File: config.mk
export PLATFORM = sky130hd
export DESIGN_NAME = buffer_manager
export DESIGN_NICKNAME = d
export VERILOG_FILES = /design/src/list_element_pkg.sv /design/src/buffer_manager.sv
export SDC_FILE = /design/constraint.sdc
export NUM_CORES = 1
export LEC_CHECK = 0
export ABC_AREA = 1
export BUFFER_PORTS_ARGS = -buffer_cell sky130_fd_sc_hd__buf_2
export CORE_ASPECT_RATIO = 0.9
export CORE_MARGIN = 2
export CORE_UTILIZATION = 40
export DETAILED_ROUTE_END_ITERATION = 6
export MAX_ROUTING_LAYER = met4
export SYNTH_ARGS = -nofsm -noshare
export SYNTH_HDL_FRONTEND = slang
export SYNTH_SLANG_ARGS = --single-unit
File: constraint.sdc
create_clock -name core_clk -period 3.2 [get_ports core_clk]
set_input_delay 0.48 -clock core_clk [delete_from_list [all_inputs] [get_ports core_clk]]
set_output_delay 0.48 -clock core_clk [all_outputs]
set_load 0.05 [all_outputs]
File: src/list_element_pkg.sv
// Contract
// - list elements are always 64 bits
// - bit 63 set gives element to device
// - opcode is bits 62 down to 56
// - opcode task groups decoded by range
// - control field is bits 55 to 48
// - low 48 bits carry opcode data
// - rx 0x12 loads checksum start addresses
// - rx 0x21 loads upper buffer address
// - rx 0x41 starts first-buffer dma write
// - rx 0x40 follow-up dma, skip one per packet
// - rx unsupported opcode stops and requests irq
// - zero ownership bit stops and requests irq
// - control bit 6 forces status burst
// - control bit 1 requests checksum; others ignored
// - tx fields little endian unless stated big
// - steer byte lanes, swap descriptor bytes
// - one transfer request per queue
// - tx unsupported opcode stops and requests irq
package list_element_pkg;
  localparam int ELEM_W = 64;
  localparam int OWN_BIT = 63;
  localparam int OPC_HI = 62;
  localparam int OPC_LO = 56;
  localparam int CTL_HI = 55;
  localparam int CTL_LO = 48;
  localparam int LEN_HI = 47;
  localparam int LEN_LO = 32;
  localparam int CTL_FORCE_STATUS = 6;
  localparam int CTL_CHECKSUM = 1;
  localparam logic [6:0] OPC_TCP_START = 7'h12;
  localparam logic [6:0] OPC_TCP_L = 7'h18;
  localparam logic [6:0] OPC_TCP_LW = 7'h19;
  localparam logic [6:0] OPC_TCP_LSW = 7'h1B;
  localparam logic [6:0] OPC_TCP_IS = 7'h16;
  localparam logic [6:0] OPC_TCP_LISW = 7'h1F;
  localparam logic [6:0] OPC_ADDR_HI = 7'h21;
  localparam logic [6:0] OPC_VLAN = 7'h22;
  localparam logic [6:0] OPC_ADDR_VLAN = 7'h23;
  localparam logic [6:0] OPC_LRGLEN = 7'h24;
  localparam logic [6:0] OPC_LRGLEN_VLAN = 7'h26;
  localparam logic [6:0] OPC_FOLLOW_BUF = 7'h40;
  localparam logic [6:0] OPC_FIRST_BUF = 7'h41;
  localparam logic [6:0] OPC_LARGE_SEND = 7'h43;
  localparam logic [2:0] GRP_TCP = 3'h1;
  localparam logic [2:0] GRP_REG = 3'h2;
  localparam logic [2:0] GRP_DMA = 3'h4;
  localparam logic [2:0] GRP_STATUS = 3'h6;
  localparam logic [2:0] GRP_SPECIAL = 3'h7;
  localparam logic [31:0] ADDR_HI_RESET = 32'h0000_0000;

  typedef enum logic [2:0] {
    GROUP_NONE = 3'h0,
    GROUP_TCP = 3'h1,
    GROUP_REG = 3'h2,
    GROUP_DMA = 3'h3,
    GROUP_STATUS = 3'h4,
    GROUP_SPECIAL = 3'h5
  } opc_group_t;

  typedef struct packed {
    logic own;
    logic [6:0] opcode;
    logic [7:0] control;
    logic [15:0] length;
    logic [31:0] addr_low;
  } list_elem_t;

  typedef struct packed {
    logic [7:0] control;
    logic [15:0] length;
    logic [63:0] addr;
    logic first;
    logic force_status_burst;
    logic checksum_calc_request;
  } dma_cmd_t;

  typedef struct packed {
    logic [15:0] start;
    logic [15:0] init_value;
    logic [15:0] write_pos;
    logic [7:0] lock_count;
  } tx_sum_t;
endpackage

File: src/buffer_manager.sv
`timescale 1ns/1ps
module buffer_manager #(
  parameter int QUEUES = 2
) (
  // clock and reset
  input wire logic core_clk,
  input wire logic rst_n,
  // configuration: queue 0 is rx, 1 is tx
  input wire logic [QUEUES-1:0] queue_enable,
  input wire logic desc_byte_swap,
  // element fetch from host memory
  output logic [QUEUES-1:0] fetch_req,
  input wire logic [QUEUES-1:0] fetch_valid,
  input wire logic [63:0] fetch_data,
  input wire logic [2:0] fetch_byte_offset,
  // bus interface unit request side
  output logic [QUEUES-1:0] xfer_req,
  output logic [15:0] xfer_len,
  output logic [2:0] lane_select,
  output logic lane_reverse,
  input wire logic [QUEUES-1:0] xfer_done,
  input wire logic [15:0] fifo_space,
  // decoded results
  output list_element_pkg::dma_cmd_t rx_dma,
  output logic rx_dma_valid,
  output list_element_pkg::dma_cmd_t tx_dma,
  output logic tx_dma_valid,
  output logic [31:0] rx_checksum_start_load,
  output logic rx_checksum_start_strobe,
  output logic [31:0] upper_address_load,
  output logic [31:0] tx_upper_address,
  output logic [15:0] tx_vlan_tag,
  output logic [15:0] tx_segment_len,
  output list_element_pkg::tx_sum_t tx_sum,
  output list_element_pkg::opc_group_t last_group,
  // stop and interrupt
  output logic [QUEUES-1:0] halted,
  output logic irq_request,
  input wire logic [QUEUES-1:0] restart
);
  import list_element_pkg::*;

  // refused at elaboration: the sequencer hard-wires queue 0 as rx and 1 as tx
  if (QUEUES != 2) begin : g_bad_queues
    $error("buffer_manager serves exactly one rx and one tx queue");
  end

  typedef enum logic [3:0] {
    ST_IDLE = 4'b0001,
    ST_FETCH = 4'b0010,
    ST_XFER = 4'b0100,
    ST_HALT = 4'b1000
  } q_state_t;

  q_state_t state [QUEUES];
  list_elem_t elem;
  logic [63:0] swapped;
  logic [7:0] ctl;
  logic [QUEUES-1:0] bad_opc;
  logic rx_skip_pending;
  logic [31:0] rx_upper;

  // descriptor words may arrive byte reversed
  always_comb begin
    swapped = fetch_data;
    if (desc_byte_swap) begin
      for (int i = 0; i < 8; i++) begin
        swapped[i*8 +: 8] = fetch_data[(7-i)*8 +: 8];
      end
    end
  end

  assign elem = list_elem_t'(swapped);
  assign ctl = elem.control;

  function automatic opc_group_t group_of(input logic [6:0] opc);
    case (opc[6:4])
      GRP_TCP: group_of = GROUP_TCP;
      GRP_REG: group_of = GROUP_REG;
      GRP_DMA: group_of = GROUP_DMA;
      GRP_STATUS: group_of = GROUP_STATUS;
      GRP_SPECIAL: group_of = GROUP_SPECIAL;
      default: group_of = GROUP_NONE;
    endcase
  endfunction

  always_comb begin
    bad_opc[0] = !(elem.opcode == OPC_TCP_START || elem.opcode == OPC_ADDR_HI ||
                   elem.opcode == OPC_FOLLOW_BUF || elem.opcode == OPC_FIRST_BUF);
    case (elem.opcode)
      OPC_TCP_START, OPC_TCP_IS, OPC_TCP_L, OPC_TCP_LW, OPC_TCP_LSW, OPC_TCP_LISW,
      OPC_ADDR_HI, OPC_VLAN, OPC_ADDR_VLAN, OPC_LRGLEN, OPC_LRGLEN_VLAN,
      OPC_FOLLOW_BUF, OPC_FIRST_BUF, OPC_LARGE_SEND: bad_opc[1] = 1'b0;
      default: bad_opc[1] = 1'b1;
    endcase
  end

  // per-queue sequencer; each queue owns one request line toward the bus unit
  for (genvar q = 0; q < QUEUES; q++) begin : g_q
    always_ff @(posedge core_clk) begin
      if (!rst_n) begin
        state[q] <= ST_IDLE;
      end else begin
        case (state[q])
          ST_IDLE: if (queue_enable[q]) state[q] <= ST_FETCH;
          ST_FETCH: begin
            if (fetch_valid[q]) begin
              if (!elem.own || bad_opc[q]) begin
                state[q] <= ST_HALT;
              end else if (elem.opcode[6:4] == GRP_DMA[2:0] &&
                           !(q == 0 && rx_skip_pending && elem.opcode == OPC_FOLLOW_BUF)) begin
                state[q] <= ST_XFER;
              end
            end
          end
          ST_XFER: if (xfer_done[q]) state[q] <= ST_FETCH;
          ST_HALT: if (restart[q]) state[q] <= ST_IDLE;
          default: state[q] <= ST_IDLE;
        endcase
      end
    end

    always_ff @(posedge core_clk) begin
      if (!rst_n) begin
        fetch_req[q] <= 1'b0;
        xfer_req[q] <= 1'b0;
        halted[q] <= 1'b0;
      end else begin
        fetch_req[q] <= (state[q] == ST_FETCH) && !fetch_valid[q];
        xfer_req[q] <= (state[q] == ST_XFER) && !xfer_done[q];
        halted[q] <= (state[q] == ST_HALT);
      end
    end
  end

  // rx register loads and skip bookkeeping
  always_ff @(posedge core_clk) begin
    if (!rst_n) begin
      rx_upper <= ADDR_HI_RESET;
      upper_address_load <= ADDR_HI_RESET;
      rx_checksum_start_load <= 32'h0000_0000;
      rx_checksum_start_strobe <= 1'b0;
      rx_skip_pending <= 1'b1;
    end else begin
      rx_checksum_start_strobe <= 1'b0;
      if (state[0] == ST_FETCH && fetch_valid[0] && elem.own) begin
        if (elem.opcode == OPC_TCP_START) begin
          rx_checksum_start_load <= elem.addr_low;
          rx_checksum_start_strobe <= 1'b1;
        end
        if (elem.opcode == OPC_ADDR_HI) begin
          rx_upper <= elem.addr_low;
          upper_address_load <= elem.addr_low;
        end
        // first follow-up after a packet start is consumed without dma
        if (elem.opcode == OPC_FIRST_BUF) rx_skip_pending <= 1'b1;
        else if (elem.opcode == OPC_FOLLOW_BUF) rx_skip_pending <= 1'b0;
      end
    end
  end

  always_ff @(posedge core_clk) begin
    if (!rst_n) begin
      rx_dma <= '0;
      rx_dma_valid <= 1'b0;
    end else begin
      rx_dma_valid <= 1'b0;
      if (state[0] == ST_FETCH && fetch_valid[0] && elem.own && elem.opcode[6:4] == GRP_DMA[2:0] &&
          !bad_opc[0] && !(rx_skip_pending && elem.opcode == OPC_FOLLOW_BUF)) begin
        rx_dma.control <= ctl;
        rx_dma.length <= elem.length;
        rx_dma.addr <= {rx_upper, elem.addr_low};
        rx_dma.first <= (elem.opcode == OPC_FIRST_BUF);
        rx_dma.force_status_burst <= ctl[CTL_FORCE_STATUS];
        rx_dma.checksum_calc_request <= ctl[CTL_CHECKSUM];
        rx_dma_valid <= 1'b1;
      end
    end
  end

  // tx loads; 16-bit fields named big endian are byte swapped here
  always_ff @(posedge core_clk) begin
    if (!rst_n) begin
      tx_upper_address <= ADDR_HI_RESET;
      tx_vlan_tag <= 16'h0000;
      tx_segment_len <= 16'h0000;
      tx_sum <= '0;
      tx_dma <= '0;
      tx_dma_valid <= 1'b0;
    end else begin
      tx_dma_valid <= 1'b0;
      if (state[1] == ST_FETCH && fetch_valid[1] && elem.own && !bad_opc[1]) begin
        if (elem.opcode == OPC_ADDR_HI || elem.opcode == OPC_ADDR_VLAN)
          tx_upper_address <= elem.addr_low;
        if (elem.opcode == OPC_VLAN || elem.opcode == OPC_ADDR_VLAN || elem.opcode == OPC_LRGLEN_VLAN)
          tx_vlan_tag <= {elem.length[7:0], elem.length[15:8]};
        if (elem.opcode == OPC_LRGLEN || elem.opcode == OPC_LRGLEN_VLAN)
          tx_segment_len <= elem.addr_low[15:0];
        if (elem.opcode[6:4] == GRP_TCP[2:0]) begin
          if (elem.opcode[3]) tx_sum.lock_count <= ctl;
          if (elem.opcode[2]) tx_sum.init_value <= {elem.length[7:0], elem.length[15:8]};
          if (elem.opcode[1]) tx_sum.start <= elem.addr_low[31:16];
          if (elem.opcode[0]) tx_sum.write_pos <= elem.addr_low[15:0];
        end
        if (elem.opcode[6:4] == GRP_DMA[2:0]) begin
          tx_dma.control <= ctl;
          tx_dma.length <= elem.length;
          tx_dma.addr <= {tx_upper_address, elem.addr_low};
          tx_dma.first <= (elem.opcode != OPC_FOLLOW_BUF);
          tx_dma.force_status_burst <= ctl[CTL_FORCE_STATUS];
          tx_dma.checksum_calc_request <= ctl[CTL_CHECKSUM];
          tx_dma_valid <= 1'b1;
        end
      end
    end
  end

  // lane steering, guaranteed length and interrupt request
  always_ff @(posedge core_clk) begin
    if (!rst_n) begin
      lane_select <= 3'h0;
      lane_reverse <= 1'b0;
      xfer_len <= 16'h0000;
      last_group <= GROUP_NONE;
      irq_request <= 1'b0;
    end else begin
      lane_select <= fetch_byte_offset;
      lane_reverse <= desc_byte_swap && (fetch_req != '0);
      if (rx_dma_valid) xfer_len <= (rx_dma.length < fifo_space) ? rx_dma.length : fifo_space;
      else if (tx_dma_valid) xfer_len <= (tx_dma.length < fifo_space) ? tx_dma.length : fifo_space;
      if (fetch_valid != '0) last_group <= group_of(elem.opcode);
      irq_request <= (state[0] == ST_HALT) || (state[1] == ST_HALT);
    end
  end

  AST_OWN_ZERO_HALTS: assert property (@(posedge core_clk) disable iff (!rst_n)
    state[0] == ST_FETCH && fetch_valid[0] && !elem.own |=> state[0] == ST_HALT ##1 irq_request)
    else $error("zero ownership did not halt rx");
  AST_RX_BAD_OPC: assert property (@(posedge core_clk) disable iff (!rst_n)
    state[0] == ST_FETCH && fetch_valid[0] && elem.own && bad_opc[0] |-> ##2 halted[0])
    else $error("rx unsupported opcode not halted");
  AST_TX_BAD_OPC: assert property (@(posedge core_clk) disable iff (!rst_n)
    state[1] == ST_FETCH && fetch_valid[1] && elem.own && bad_opc[1] |-> ##2 irq_request)
    else $error("tx unsupported opcode no irq");
  AST_CSUM_LOAD: assert property (@(posedge core_clk) disable iff (!rst_n)
    state[0] == ST_FETCH && fetch_valid[0] && elem.own && elem.opcode == OPC_TCP_START
    |=> rx_checksum_start_strobe && rx_checksum_start_load == $past(elem.addr_low))
    else $error("checksum start not loaded");
  AST_ADDR_HI: assert property (@(posedge core_clk) disable iff (!rst_n)
    state[0] == ST_FETCH && fetch_valid[0] && elem.own && elem.opcode == OPC_ADDR_HI
    |=> upper_address_load == $past(elem.addr_low))
    else $error("upper address not loaded");
  AST_FIRST_DMA: assert property (@(posedge core_clk) disable iff (!rst_n)
    state[0] == ST_FETCH && fetch_valid[0] && elem.own && elem.opcode == OPC_FIRST_BUF
    |=> rx_dma_valid && rx_dma.first && rx_dma.length == $past(elem.length))
    else $error("first buffer dma missing");
  AST_SKIP: assert property (@(posedge core_clk) disable iff (!rst_n)
    state[0] == ST_FETCH && fetch_valid[0] && elem.own && elem.opcode == OPC_FOLLOW_BUF && rx_skip_pending
    |=> !rx_dma_valid)
    else $error("skipped buffer started dma");
  AST_CTL_BITS: assert property (@(posedge core_clk) disable iff (!rst_n)
    rx_dma_valid |-> rx_dma.force_status_burst == rx_dma.control[6] &&
    rx_dma.checksum_calc_request == rx_dma.control[1])
    else $error("control bits mis-decoded");
  AST_LEN_BOUND: assert property (@(posedge core_clk) disable iff (!rst_n)
    rx_dma_valid |=> xfer_len <= $past(fifo_space))
    else $error("guaranteed length exceeds fifo space");

  COV_RX_FIRST: cover property (@(posedge core_clk) rx_dma_valid && rx_dma.first);
  COV_RX_HALT: cover property (@(posedge core_clk) halted[0]);
  COV_TX_DMA: cover property (@(posedge core_clk) tx_dma_valid);
  COV_RESTART: cover property (@(posedge core_clk) halted[0] ##1 restart[0]);
endmodule

; After elaboration in Yosys (flattened, before gate mapping)
; Memories as Yosys holds them, arrays and structs flattened.
; Cells that the tools add are included.
[totals]
regBits = 400
n_memories = 1
word_cells = 207
ramBits = 8
out_inout_bits = 399
inputBits = 94
[op_classes]
order_cmp = 2
n_reduce_logical = 52
eq_ne = 28
bitwise_logic = 12
mux = 76
[mem_list]
columns = memory, depth, width, read_ports, rd_ports_with_merged_regs, write_ports, line
row1 = state, 2, 4, 2, 0, 2, buffer_manager.sv:55  ; q_state_t state [QUEUES];
[op_table]
columns = op, n
row1 = 16-bit two-way mux, 4
row2 = 64-bit two-way mux, 1
row3 = 1-bit two-way mux, 58
row4 = 4-bit two-way mux, 12
row5 = "7-bit by 5-bit == test with 1-bit output, second input constant", 6
row6 = "7-bit by 6-bit == test with 1-bit output, second input constant", 5
row7 = 16-bit < comparator, 2
row8 = "7-bit == test, second input constant", 3
row9 = 2-bit AND reduction, 9
row10 = 1-bit logical AND, 15
row11 = 3-bit case mux with 5 select lines, 1
row12 = 14-bit OR reduction, 1
row13 = 1-bit OR, 12
row14 = 3-bit AND reduction, 4
row15 = 1-bit logical OR, 10
row16 = "3-bit == test, second input constant", 3
row17 = "4-bit by 1-bit == test with 1-bit output, second input constant", 2
row18 = "4-bit by 2-bit == test with 1-bit output, second input constant", 2
row19 = "4-bit by 3-bit == test with 1-bit output, second input constant", 2
row20 = "4-bit == test, second input constant", 2
row21 = 2-bit nonzero test, 4
row22 = 4-bit OR reduction, 2
row23 = 1-bit logical NOT, 7
row24 = "7-bit inequality test, second input constant", 1
row25 = 2 further kinds, 2

; Depth between registers and ports, before layout
; Gate-level depths: netlist (run 1).
[depth]
depth_word = 17
ltp_mapped = 18
depth_no_buf = 14

; Least setup slack after synthesis (run 1)
; No wires, ideal clock.
[synth_timing]
path_type = register to register
startpoint = reg tx_dma[76] (netlist name)
endpoint = reg xfer_len[10]
setup_time_ns = 0.120
path_stages_with_launch = 13
path_slack_ns = 0.863
period_less_slack_ns = 2.337
required_ns = 3.080
path_buffers = 1
arrival_time_ns = 2.217
path_cell_list = dfxtp_1 > ha_1 > nand2_1 > inv_1 > o21ai_0 > a21oi_1 > nor2_1 > nand2_1 > clkbuf_1 > nand2_1 > nand3_1 > nand2_1 > a21oi_1
[synth_between]
elab_chain_len = 4
[synth_rtl]
columns = item, line
row1 = "start, declared", buffer_manager.sv:26  ; output list_element_pkg::dma_cmd_t tx_dma,
row2 = 16-bit < comparator, buffer_manager.sv:230  ; else if (tx_dma_valid) xfer_len <= (tx_dma.length < fifo_space) ? tx_dma.length : fifo_space;
row3 = 16-bit two-way mux (2 in a row), buffer_manager.sv:230
row4 = 16-bit two-way mux, buffer_manager.sv:229  ; if (rx_dma_valid) xfer_len <= (rx_dma.length < fifo_space) ? rx_dma.length : fifo_space;
row5 = "end signal, assigned", buffer_manager.sv:229
row6 = "end signal, assigned", buffer_manager.sv:230
row7 = "end, declared", buffer_manager.sv:18  ; output logic [15:0] xfer_len,
; Every way passes these cells. The select of a mux whose other input is x is not followed.
; A chain may end at the register's enable or synchronous reset.

; Worst setup path in the final report (run 1)
[layout_timing]
startpoint = in desc_byte_swap
endpoint = reg tx_dma[13] (netlist name)
[layout_between]
elab_chain_len = 5
word_cells_on_any_way = 20
cone_classes = eq/ne (15) / mux (1) / reduce/logical (4)
[layout_rtl]
columns = item, line
row1 = "start, declared", buffer_manager.sv:10  ; input wire logic desc_byte_swap,
row2 = 64-bit two-way mux *, buffer_manager.sv:66  ; if (desc_byte_swap) begin
row3 = 7-bit by 5-bit == test with 1-bit output (tied with other cells), buffer_manager.sv:90  ; case (elem.opcode)
row4 = 14-bit OR reduction, buffer_manager.sv:90
row5 = 1-bit logical AND, buffer_manager.sv:192  ; if (state[1] == ST_FETCH && fetch_valid[1] && elem.own && !bad_opc[1]) begin
row6 = 2-bit AND reduction (no line), -
; Mark *: on every way between the ends. The rest lies on a longest branch, timed or not.

==> reports/metrics.csv, run 1 <==
metric;value;unit
status;finished, final reports clean;
core_area;40700;µm²
peakVddDrop;322;µV
cp-start-kind;primary input;
power.leakage;9.41;nW
clockBufferDepth;3;
final_cell_area;21000;µm²
synth_nets;2357;
gp_congestion;0.899;
grt_pass1_vias;15288;
cts.sinks;404;
setup_violations;0;
port_buffers;492;
synthTopCellsByCount;nand2_1 (667), a21oi_1 (397), dfxtp_1 (396);
die_area;43100;µm²
synth_most_common_cell;nand2_1;
hold_viol;0;
wirelength;63500;µm
hp-start;xfer_done[1];
avgRoutedWirePerCell;19.6;µm
fin_skew;0.0259;ns
critPathRequiredTime;3.69;ns
drv_slew;0;
route.detailed.drc;0;
area_delta_synth_final;26.5;%
antenna_found_initial;6;
async_flop_share;0;%
dpl_cell_area;19500;µm²
yosysTopAreaCellShare;47.8;%
syn-instance-count;2233;
avgSynthCellArea;7.43;µm²
via_count;16924;
yosysSeqAreaShare;49.3;%
final.setup.tns;0;ns
vias_per_cell;5.22;
power-per-cell-area;532;nW/µm²
cts_resized;0;
worstSetupStartpoint;desc_byte_swap;
synth_top_area_cell;dfxtp_1;
crit_fanout;89;
h-tree-depth;2;
start_util;40.7;%
grt_max_degree;131;
post_cts_buffers;0;
synth-edff-count;8;
final_util;51.5;%
root_buffer;clkbuf_16;
fp.dieW;219;µm
drt-pass1-iter-count;5;
synth_area;16600;µm²
drive_gt1_share;23.8;%
dp_hpwl;45000;µm
grt_pass1_wl;93100;µm
hold_class;primary input to register;
max_slew_margin;22.0;%
num_io_pins;493;
power;11.2;mW
tightest_slew;1.16;ns
cp-end-kind;register;
rr_startpoint;rx_dma[74];
fin_crit_sh;79.3;%
clkTransAtPathRegs;0.06;ns
cts_tree;yes;
num-nets-final;2785;
cp.arrival;3.03;ns
synthTopCellsByArea;dfxtp_1 (48%), nand2_1 (15%), a21oi_1 (12%);
clock_latency;0.59;ns
grt-ovfl-total;0;
maxCapViolations;0;
drtAntennaViolNets;0;
period_minus_slack;2.54;ns
rsz0062_at_grt;false;
track_usage;29.0;%
synth_top_flop_cell;dfxtp_1;
rows;70;
die_h;197;µm
path_class;primary input to register;
drtIter0Drc;1211;
yosysUniqueCellTypes;36;
fmax;394;MHz
hold_buffers;0;
ys_ff_latch;404;
yosys_warnings;0;
numCtsBuffers;44;
worst max-delay path: stages:
cell,delay [ns]
buf_2,0.13
buf_12,0.16
nand2_1,0.07
nand2_1,0.12
nand2_2,0.14
nor2_1,0.06
nand2_1,0.10
nand3_2,0.13
nor2_2,0.17
nand2_4,0.10
nand2_4,0.16
nor2_8,0.05
inv_4,0.67
nand2_1,0.13
a21oi_1,0.17
metrics by stage:
stage | worst slack (ns) | hold WS, ns | cells
final | 0.663 | 0.0654 | 3241
after detailed placement | 0.156 | 0.435 | 3154
after global routing | 0.390 | 0.0549 | 3241
after CTS | 0.758 | 0.0395 | 3235
after global placement | 0.257 | 0.429 | 3154
after floorplan | 0.863 | 0.467 | 2233
final cells by class:
type	instances	area [µm²]
antenna	5	12.5
clock buffer	64	1320
tap	540	676
clock inverter	17	183
timing repair buffer	538	2880
sequential	404	8170
inverter	168	641
multi-input combinational	1505	7100
fill	4029	19700
placed cells by master (no fill, tap or decap), types with 6 or more instances in the layout:
cell type,count
clkbuf_1,7
a21oi_1,397
dfxtp_1,396
clkbuf_8,12
buf_12,6
nand4_1,59
inv_2,7
nand3b_1,15
o21ai_1,26
nor2_1,37
nand3_1,76
ha_1,30
buf_2,492
o21ai_0,157
clkbuf_16,45
inv_1,159
nor3_1,9
nand2_1,667
buf_4,40
edfxtp_1,8
clkinv_2,7
path summary, 6_finish.rpt:
path | cells past startpoint | to | slack (ns)
setup / recovery | 15 | tx_dma[13] | 0.66
hold / removal | 2 | xfer_req[1] | 0.07
setup reg to reg | 10 | xfer_len[15] | 0.72
hold reg to reg | 2 | rx_checksum_start_load[14] | 0.44
where the power goes:
| group | internal (mW) | switching, mW | total, mW |
|---|---|---|---|
| clock | 3.05 | 2.19 | 5.24 |
| sequential | 5.11 | 0.0321 | 5.14 |
| combinational | 0.191 | 0.583 | 0.774 |
| total | 8.35 | 2.80 | 11.2 |
state kept, by name (all words and copies together) (netlist names), 2 cells and up:
name / count
tx_sum: 56
last_group: 3
state: 8
lane_select: 3
halted: 2
rx_checksum_start_load: 32
tx_segment_len: 16
tx_upper_address: 32
fetch_req: 2
tx_dma: 89
xfer_len: 16
xfer_req: 2
rx_dma: 89
tx_vlan_tag: 16
rx_upper: 32
kinds of logic after synthesis:
logic type	after synthesis	synth area share [%]
compound gates	589	17.9
fa+ha+maj	30	2.26
buf+inv	324	8.04
flops	404	49.3
simple gates	886	22.5
per-layer routing:
metal	global-route usage (%)	part of all wire, %	vias up	wire [µm]
met5	-	0	-	0
met4	11.8	3.8	0	2380
met3	5.57	7.8	114	4930
met2	44.6	45	665	28900
met1	37.5	43	7951	27300
li1	-	-	8194	-
No activity file was read; power rests on OpenSTA's default activity.
==> inputs of run 2 (changes only) <==
- PLACE_DENSITY: default -> 0.67
- clock period: 3.2 -> 2.31 ns (I/O delays scaled with it)
==> run 2 against run 1 <==
- worst setup slack worse by 0.46 ns
- global-route usage increased by 1.2 points
- critical path depth fell by 5
- total power grew 43%
==> reports/metrics.csv, run 2 (same netlist as run 1, synthesis figures left out) <==
metric;value;unit;change
status;finished, final reports clean;;
rsz0062_at_grt;false;;
critPathRequiredTime;2.81;ns;-0.88 ns
drive_gt1_share;26.5;%;+2.7 points
core_area;40700;µm²;unchanged
post-place-cells;3249;;+3.0%
top_regs;rx_dma (89), tx_dma (89), tx_sum (56);;
period_minus_slack;2.10;ns;
die_h;197;µm;unchanged
fin_skew;0.0238;ns;-0.00206 ns
cp-start-kind;register;;
tightest_slew;1.00;ns;-0.160 ns
start_util;40.7;%;unchanged
maxCapViolations;0;;unchanged
vias_per_cell;5.29;;+1.3%
power-per-cell-area;722;nW/µm²;+36%
hold_viol;0;;unchanged
area_delta_synth_final;33.4;%;
clockBufferDepth;3;;unchanged
numCtsBuffers;44;;unchanged
track_usage;30.2;%;+1.2 points
hold_class;primary input to register;;
holdWs;0.151;ns;+0.0853 ns
grt_pass1_vias;16247;;+6.3%
grt_pass1_wl;96800;µm;+4.0%
peakVddDrop;560;µV;+74%
final_common_cell;nand2_1;;
timing.final.ws_setup;0.207;ns;-0.456 ns
root_buffer;clkbuf_16;;
final.setup.tns;0;ns;unchanged
drtAntennaViolNets;0;;unchanged
route.detailed.drc;0;;unchanged
cts_tree;yes;;
avgRoutedWirePerCell;19.7;µm;+0.53%
fin_crit_sh;91.0;%;
via_count;17707;;+4.6%
setup_violations;0;;unchanged
num-nets-final;2886;;+3.6%
fp.dieW;219;µm;unchanged
drt-pass1-iter-count;6;;+1
internal-power;12.0;mW;+44%
crit_fanout;31;;-65%
antenna_found_initial;10;;+4
path_class;register to register;;
grt-ovfl-total;0;;unchanged
drv_slew;0;;unchanged
post-place-ws;-0.197;ns;-0.353 ns
port_buffers;492;;unchanged
power.leakage;10.0;nW;+6.6%
dp_hpwl;47400;µm;+5.3%
cp.arrival;2.60;ns;-0.43 ns
fmax;476;MHz;
rows;70;;unchanged
gp_congestion;0.920;;+2.3%
layout_common_cells;nand2_1 (667), buf_2 (491), a21oi_1 (397);;
cp-end-kind;register;;
die_area;43100;µm²;unchanged
max_slew_margin;32.4;%;+10 points
clock_latency;0.59;ns;about the same
fill_cells;3891;;-3.4%
cts.sinks;404;;unchanged
p_comb_share;7.8;%;+0.9 points
p_clk_share;47.6;%;+0.6 points
seqPwrFrac;44.6;%;-1.5 points
fin_cells;3348;;+3.3%
h-tree-depth;2;;unchanged
drtIter0Drc;1647;;+36%
post_cts_buffers;0;;unchanged
grt_max_degree;132;;+0.76%
p_sw;3.97;mW;+42%
power;16.0;mW;+43%
p_sw_share;24.8;%;-0.29 points
wirelength;65900;µm;+3.8%
num_io_pins;493;;unchanged
clkTransAtPathRegs;0.06;ns;about the same
==> run 2: critical path, cell delays in order, from the launching register on <==
cell,delay (ns)
edfxtp_1,0.44
nor2_1,0.11
nand3_1,0.16
nor2_2,0.18
inv_1,0.09
nor2_2,0.15
nand2_4,0.12
inv_2,0.17
buf_12,0.21
nand4_1,0.17
a21oi_1,0.19
==> run 2: metal layers <==
metal  GRT usage [%]  vias to the layer above  wire [µm]
li1                -                     8409          -
met1            37.9                     8355      27300
met2            47.5                      816      30400
met3            6.68                      127       5780
met4            11.3                        0       2400
met5               -                        -          0
==> run 2: layout make-up <==
cell class                      count  area (µm²)  share of cell area (%)
Clock inverter                     17         308                    1.39
Timing Repair Buffer              639        3900                    17.6
Multi-Input combinational cell   1505        7130                    32.2
Inverter                          168         643                    2.91
Sequential cell                   404        8170                    36.9
Tap cell                          540         676                    3.05
Clock buffer                       63        1270                    5.76
Antenna cell                       12        30.0                   0.136
==> run 2: per-stage QoR <==
stage          util [%]  area [µm²]
6_report           54.3       22100
5_1_grt            54.3       22100
4_1_cts            54.2       22100
3_5_place_dp       50.1       20400
3_3_place_gp       50.1       20400
2_1_floorplan         -       16600
==> run 2: worst paths after layout <==
check / start / to / slack, ns / cells after the start
min: fifo_space[7] / xfer_len[7] / 0.15 / 5
max reg2reg: state[1][3] / tx_sum[34] / 0.21 / 10
max: state[1][3] / tx_sum[34] / 0.21 / 10
min reg2reg: rx_checksum_start_load[18] / rx_checksum_start_load[18] / 0.44 / 2
==> run 2: power groups by stage <==
stage	sequential (mW)	clock (mW)	combinational (mW)
6_report	7.12	7.60	1.25
5_1_grt	7.13	7.96	1.34
4_1_cts	7.12	7.69	1.23
3_5_place_dp	7.27	0	1.21
3_3_place_gp	7.27	0	1.20
2_1_floorplan	7.31	0	0.571
==> run 2: what timing repair did <==
item                       4_1_cts  5_1_grt
resized for setup                0        6
setup endpoints to repair        0       67
hold buffers                     7        0
hold endpoints to repair         7        0
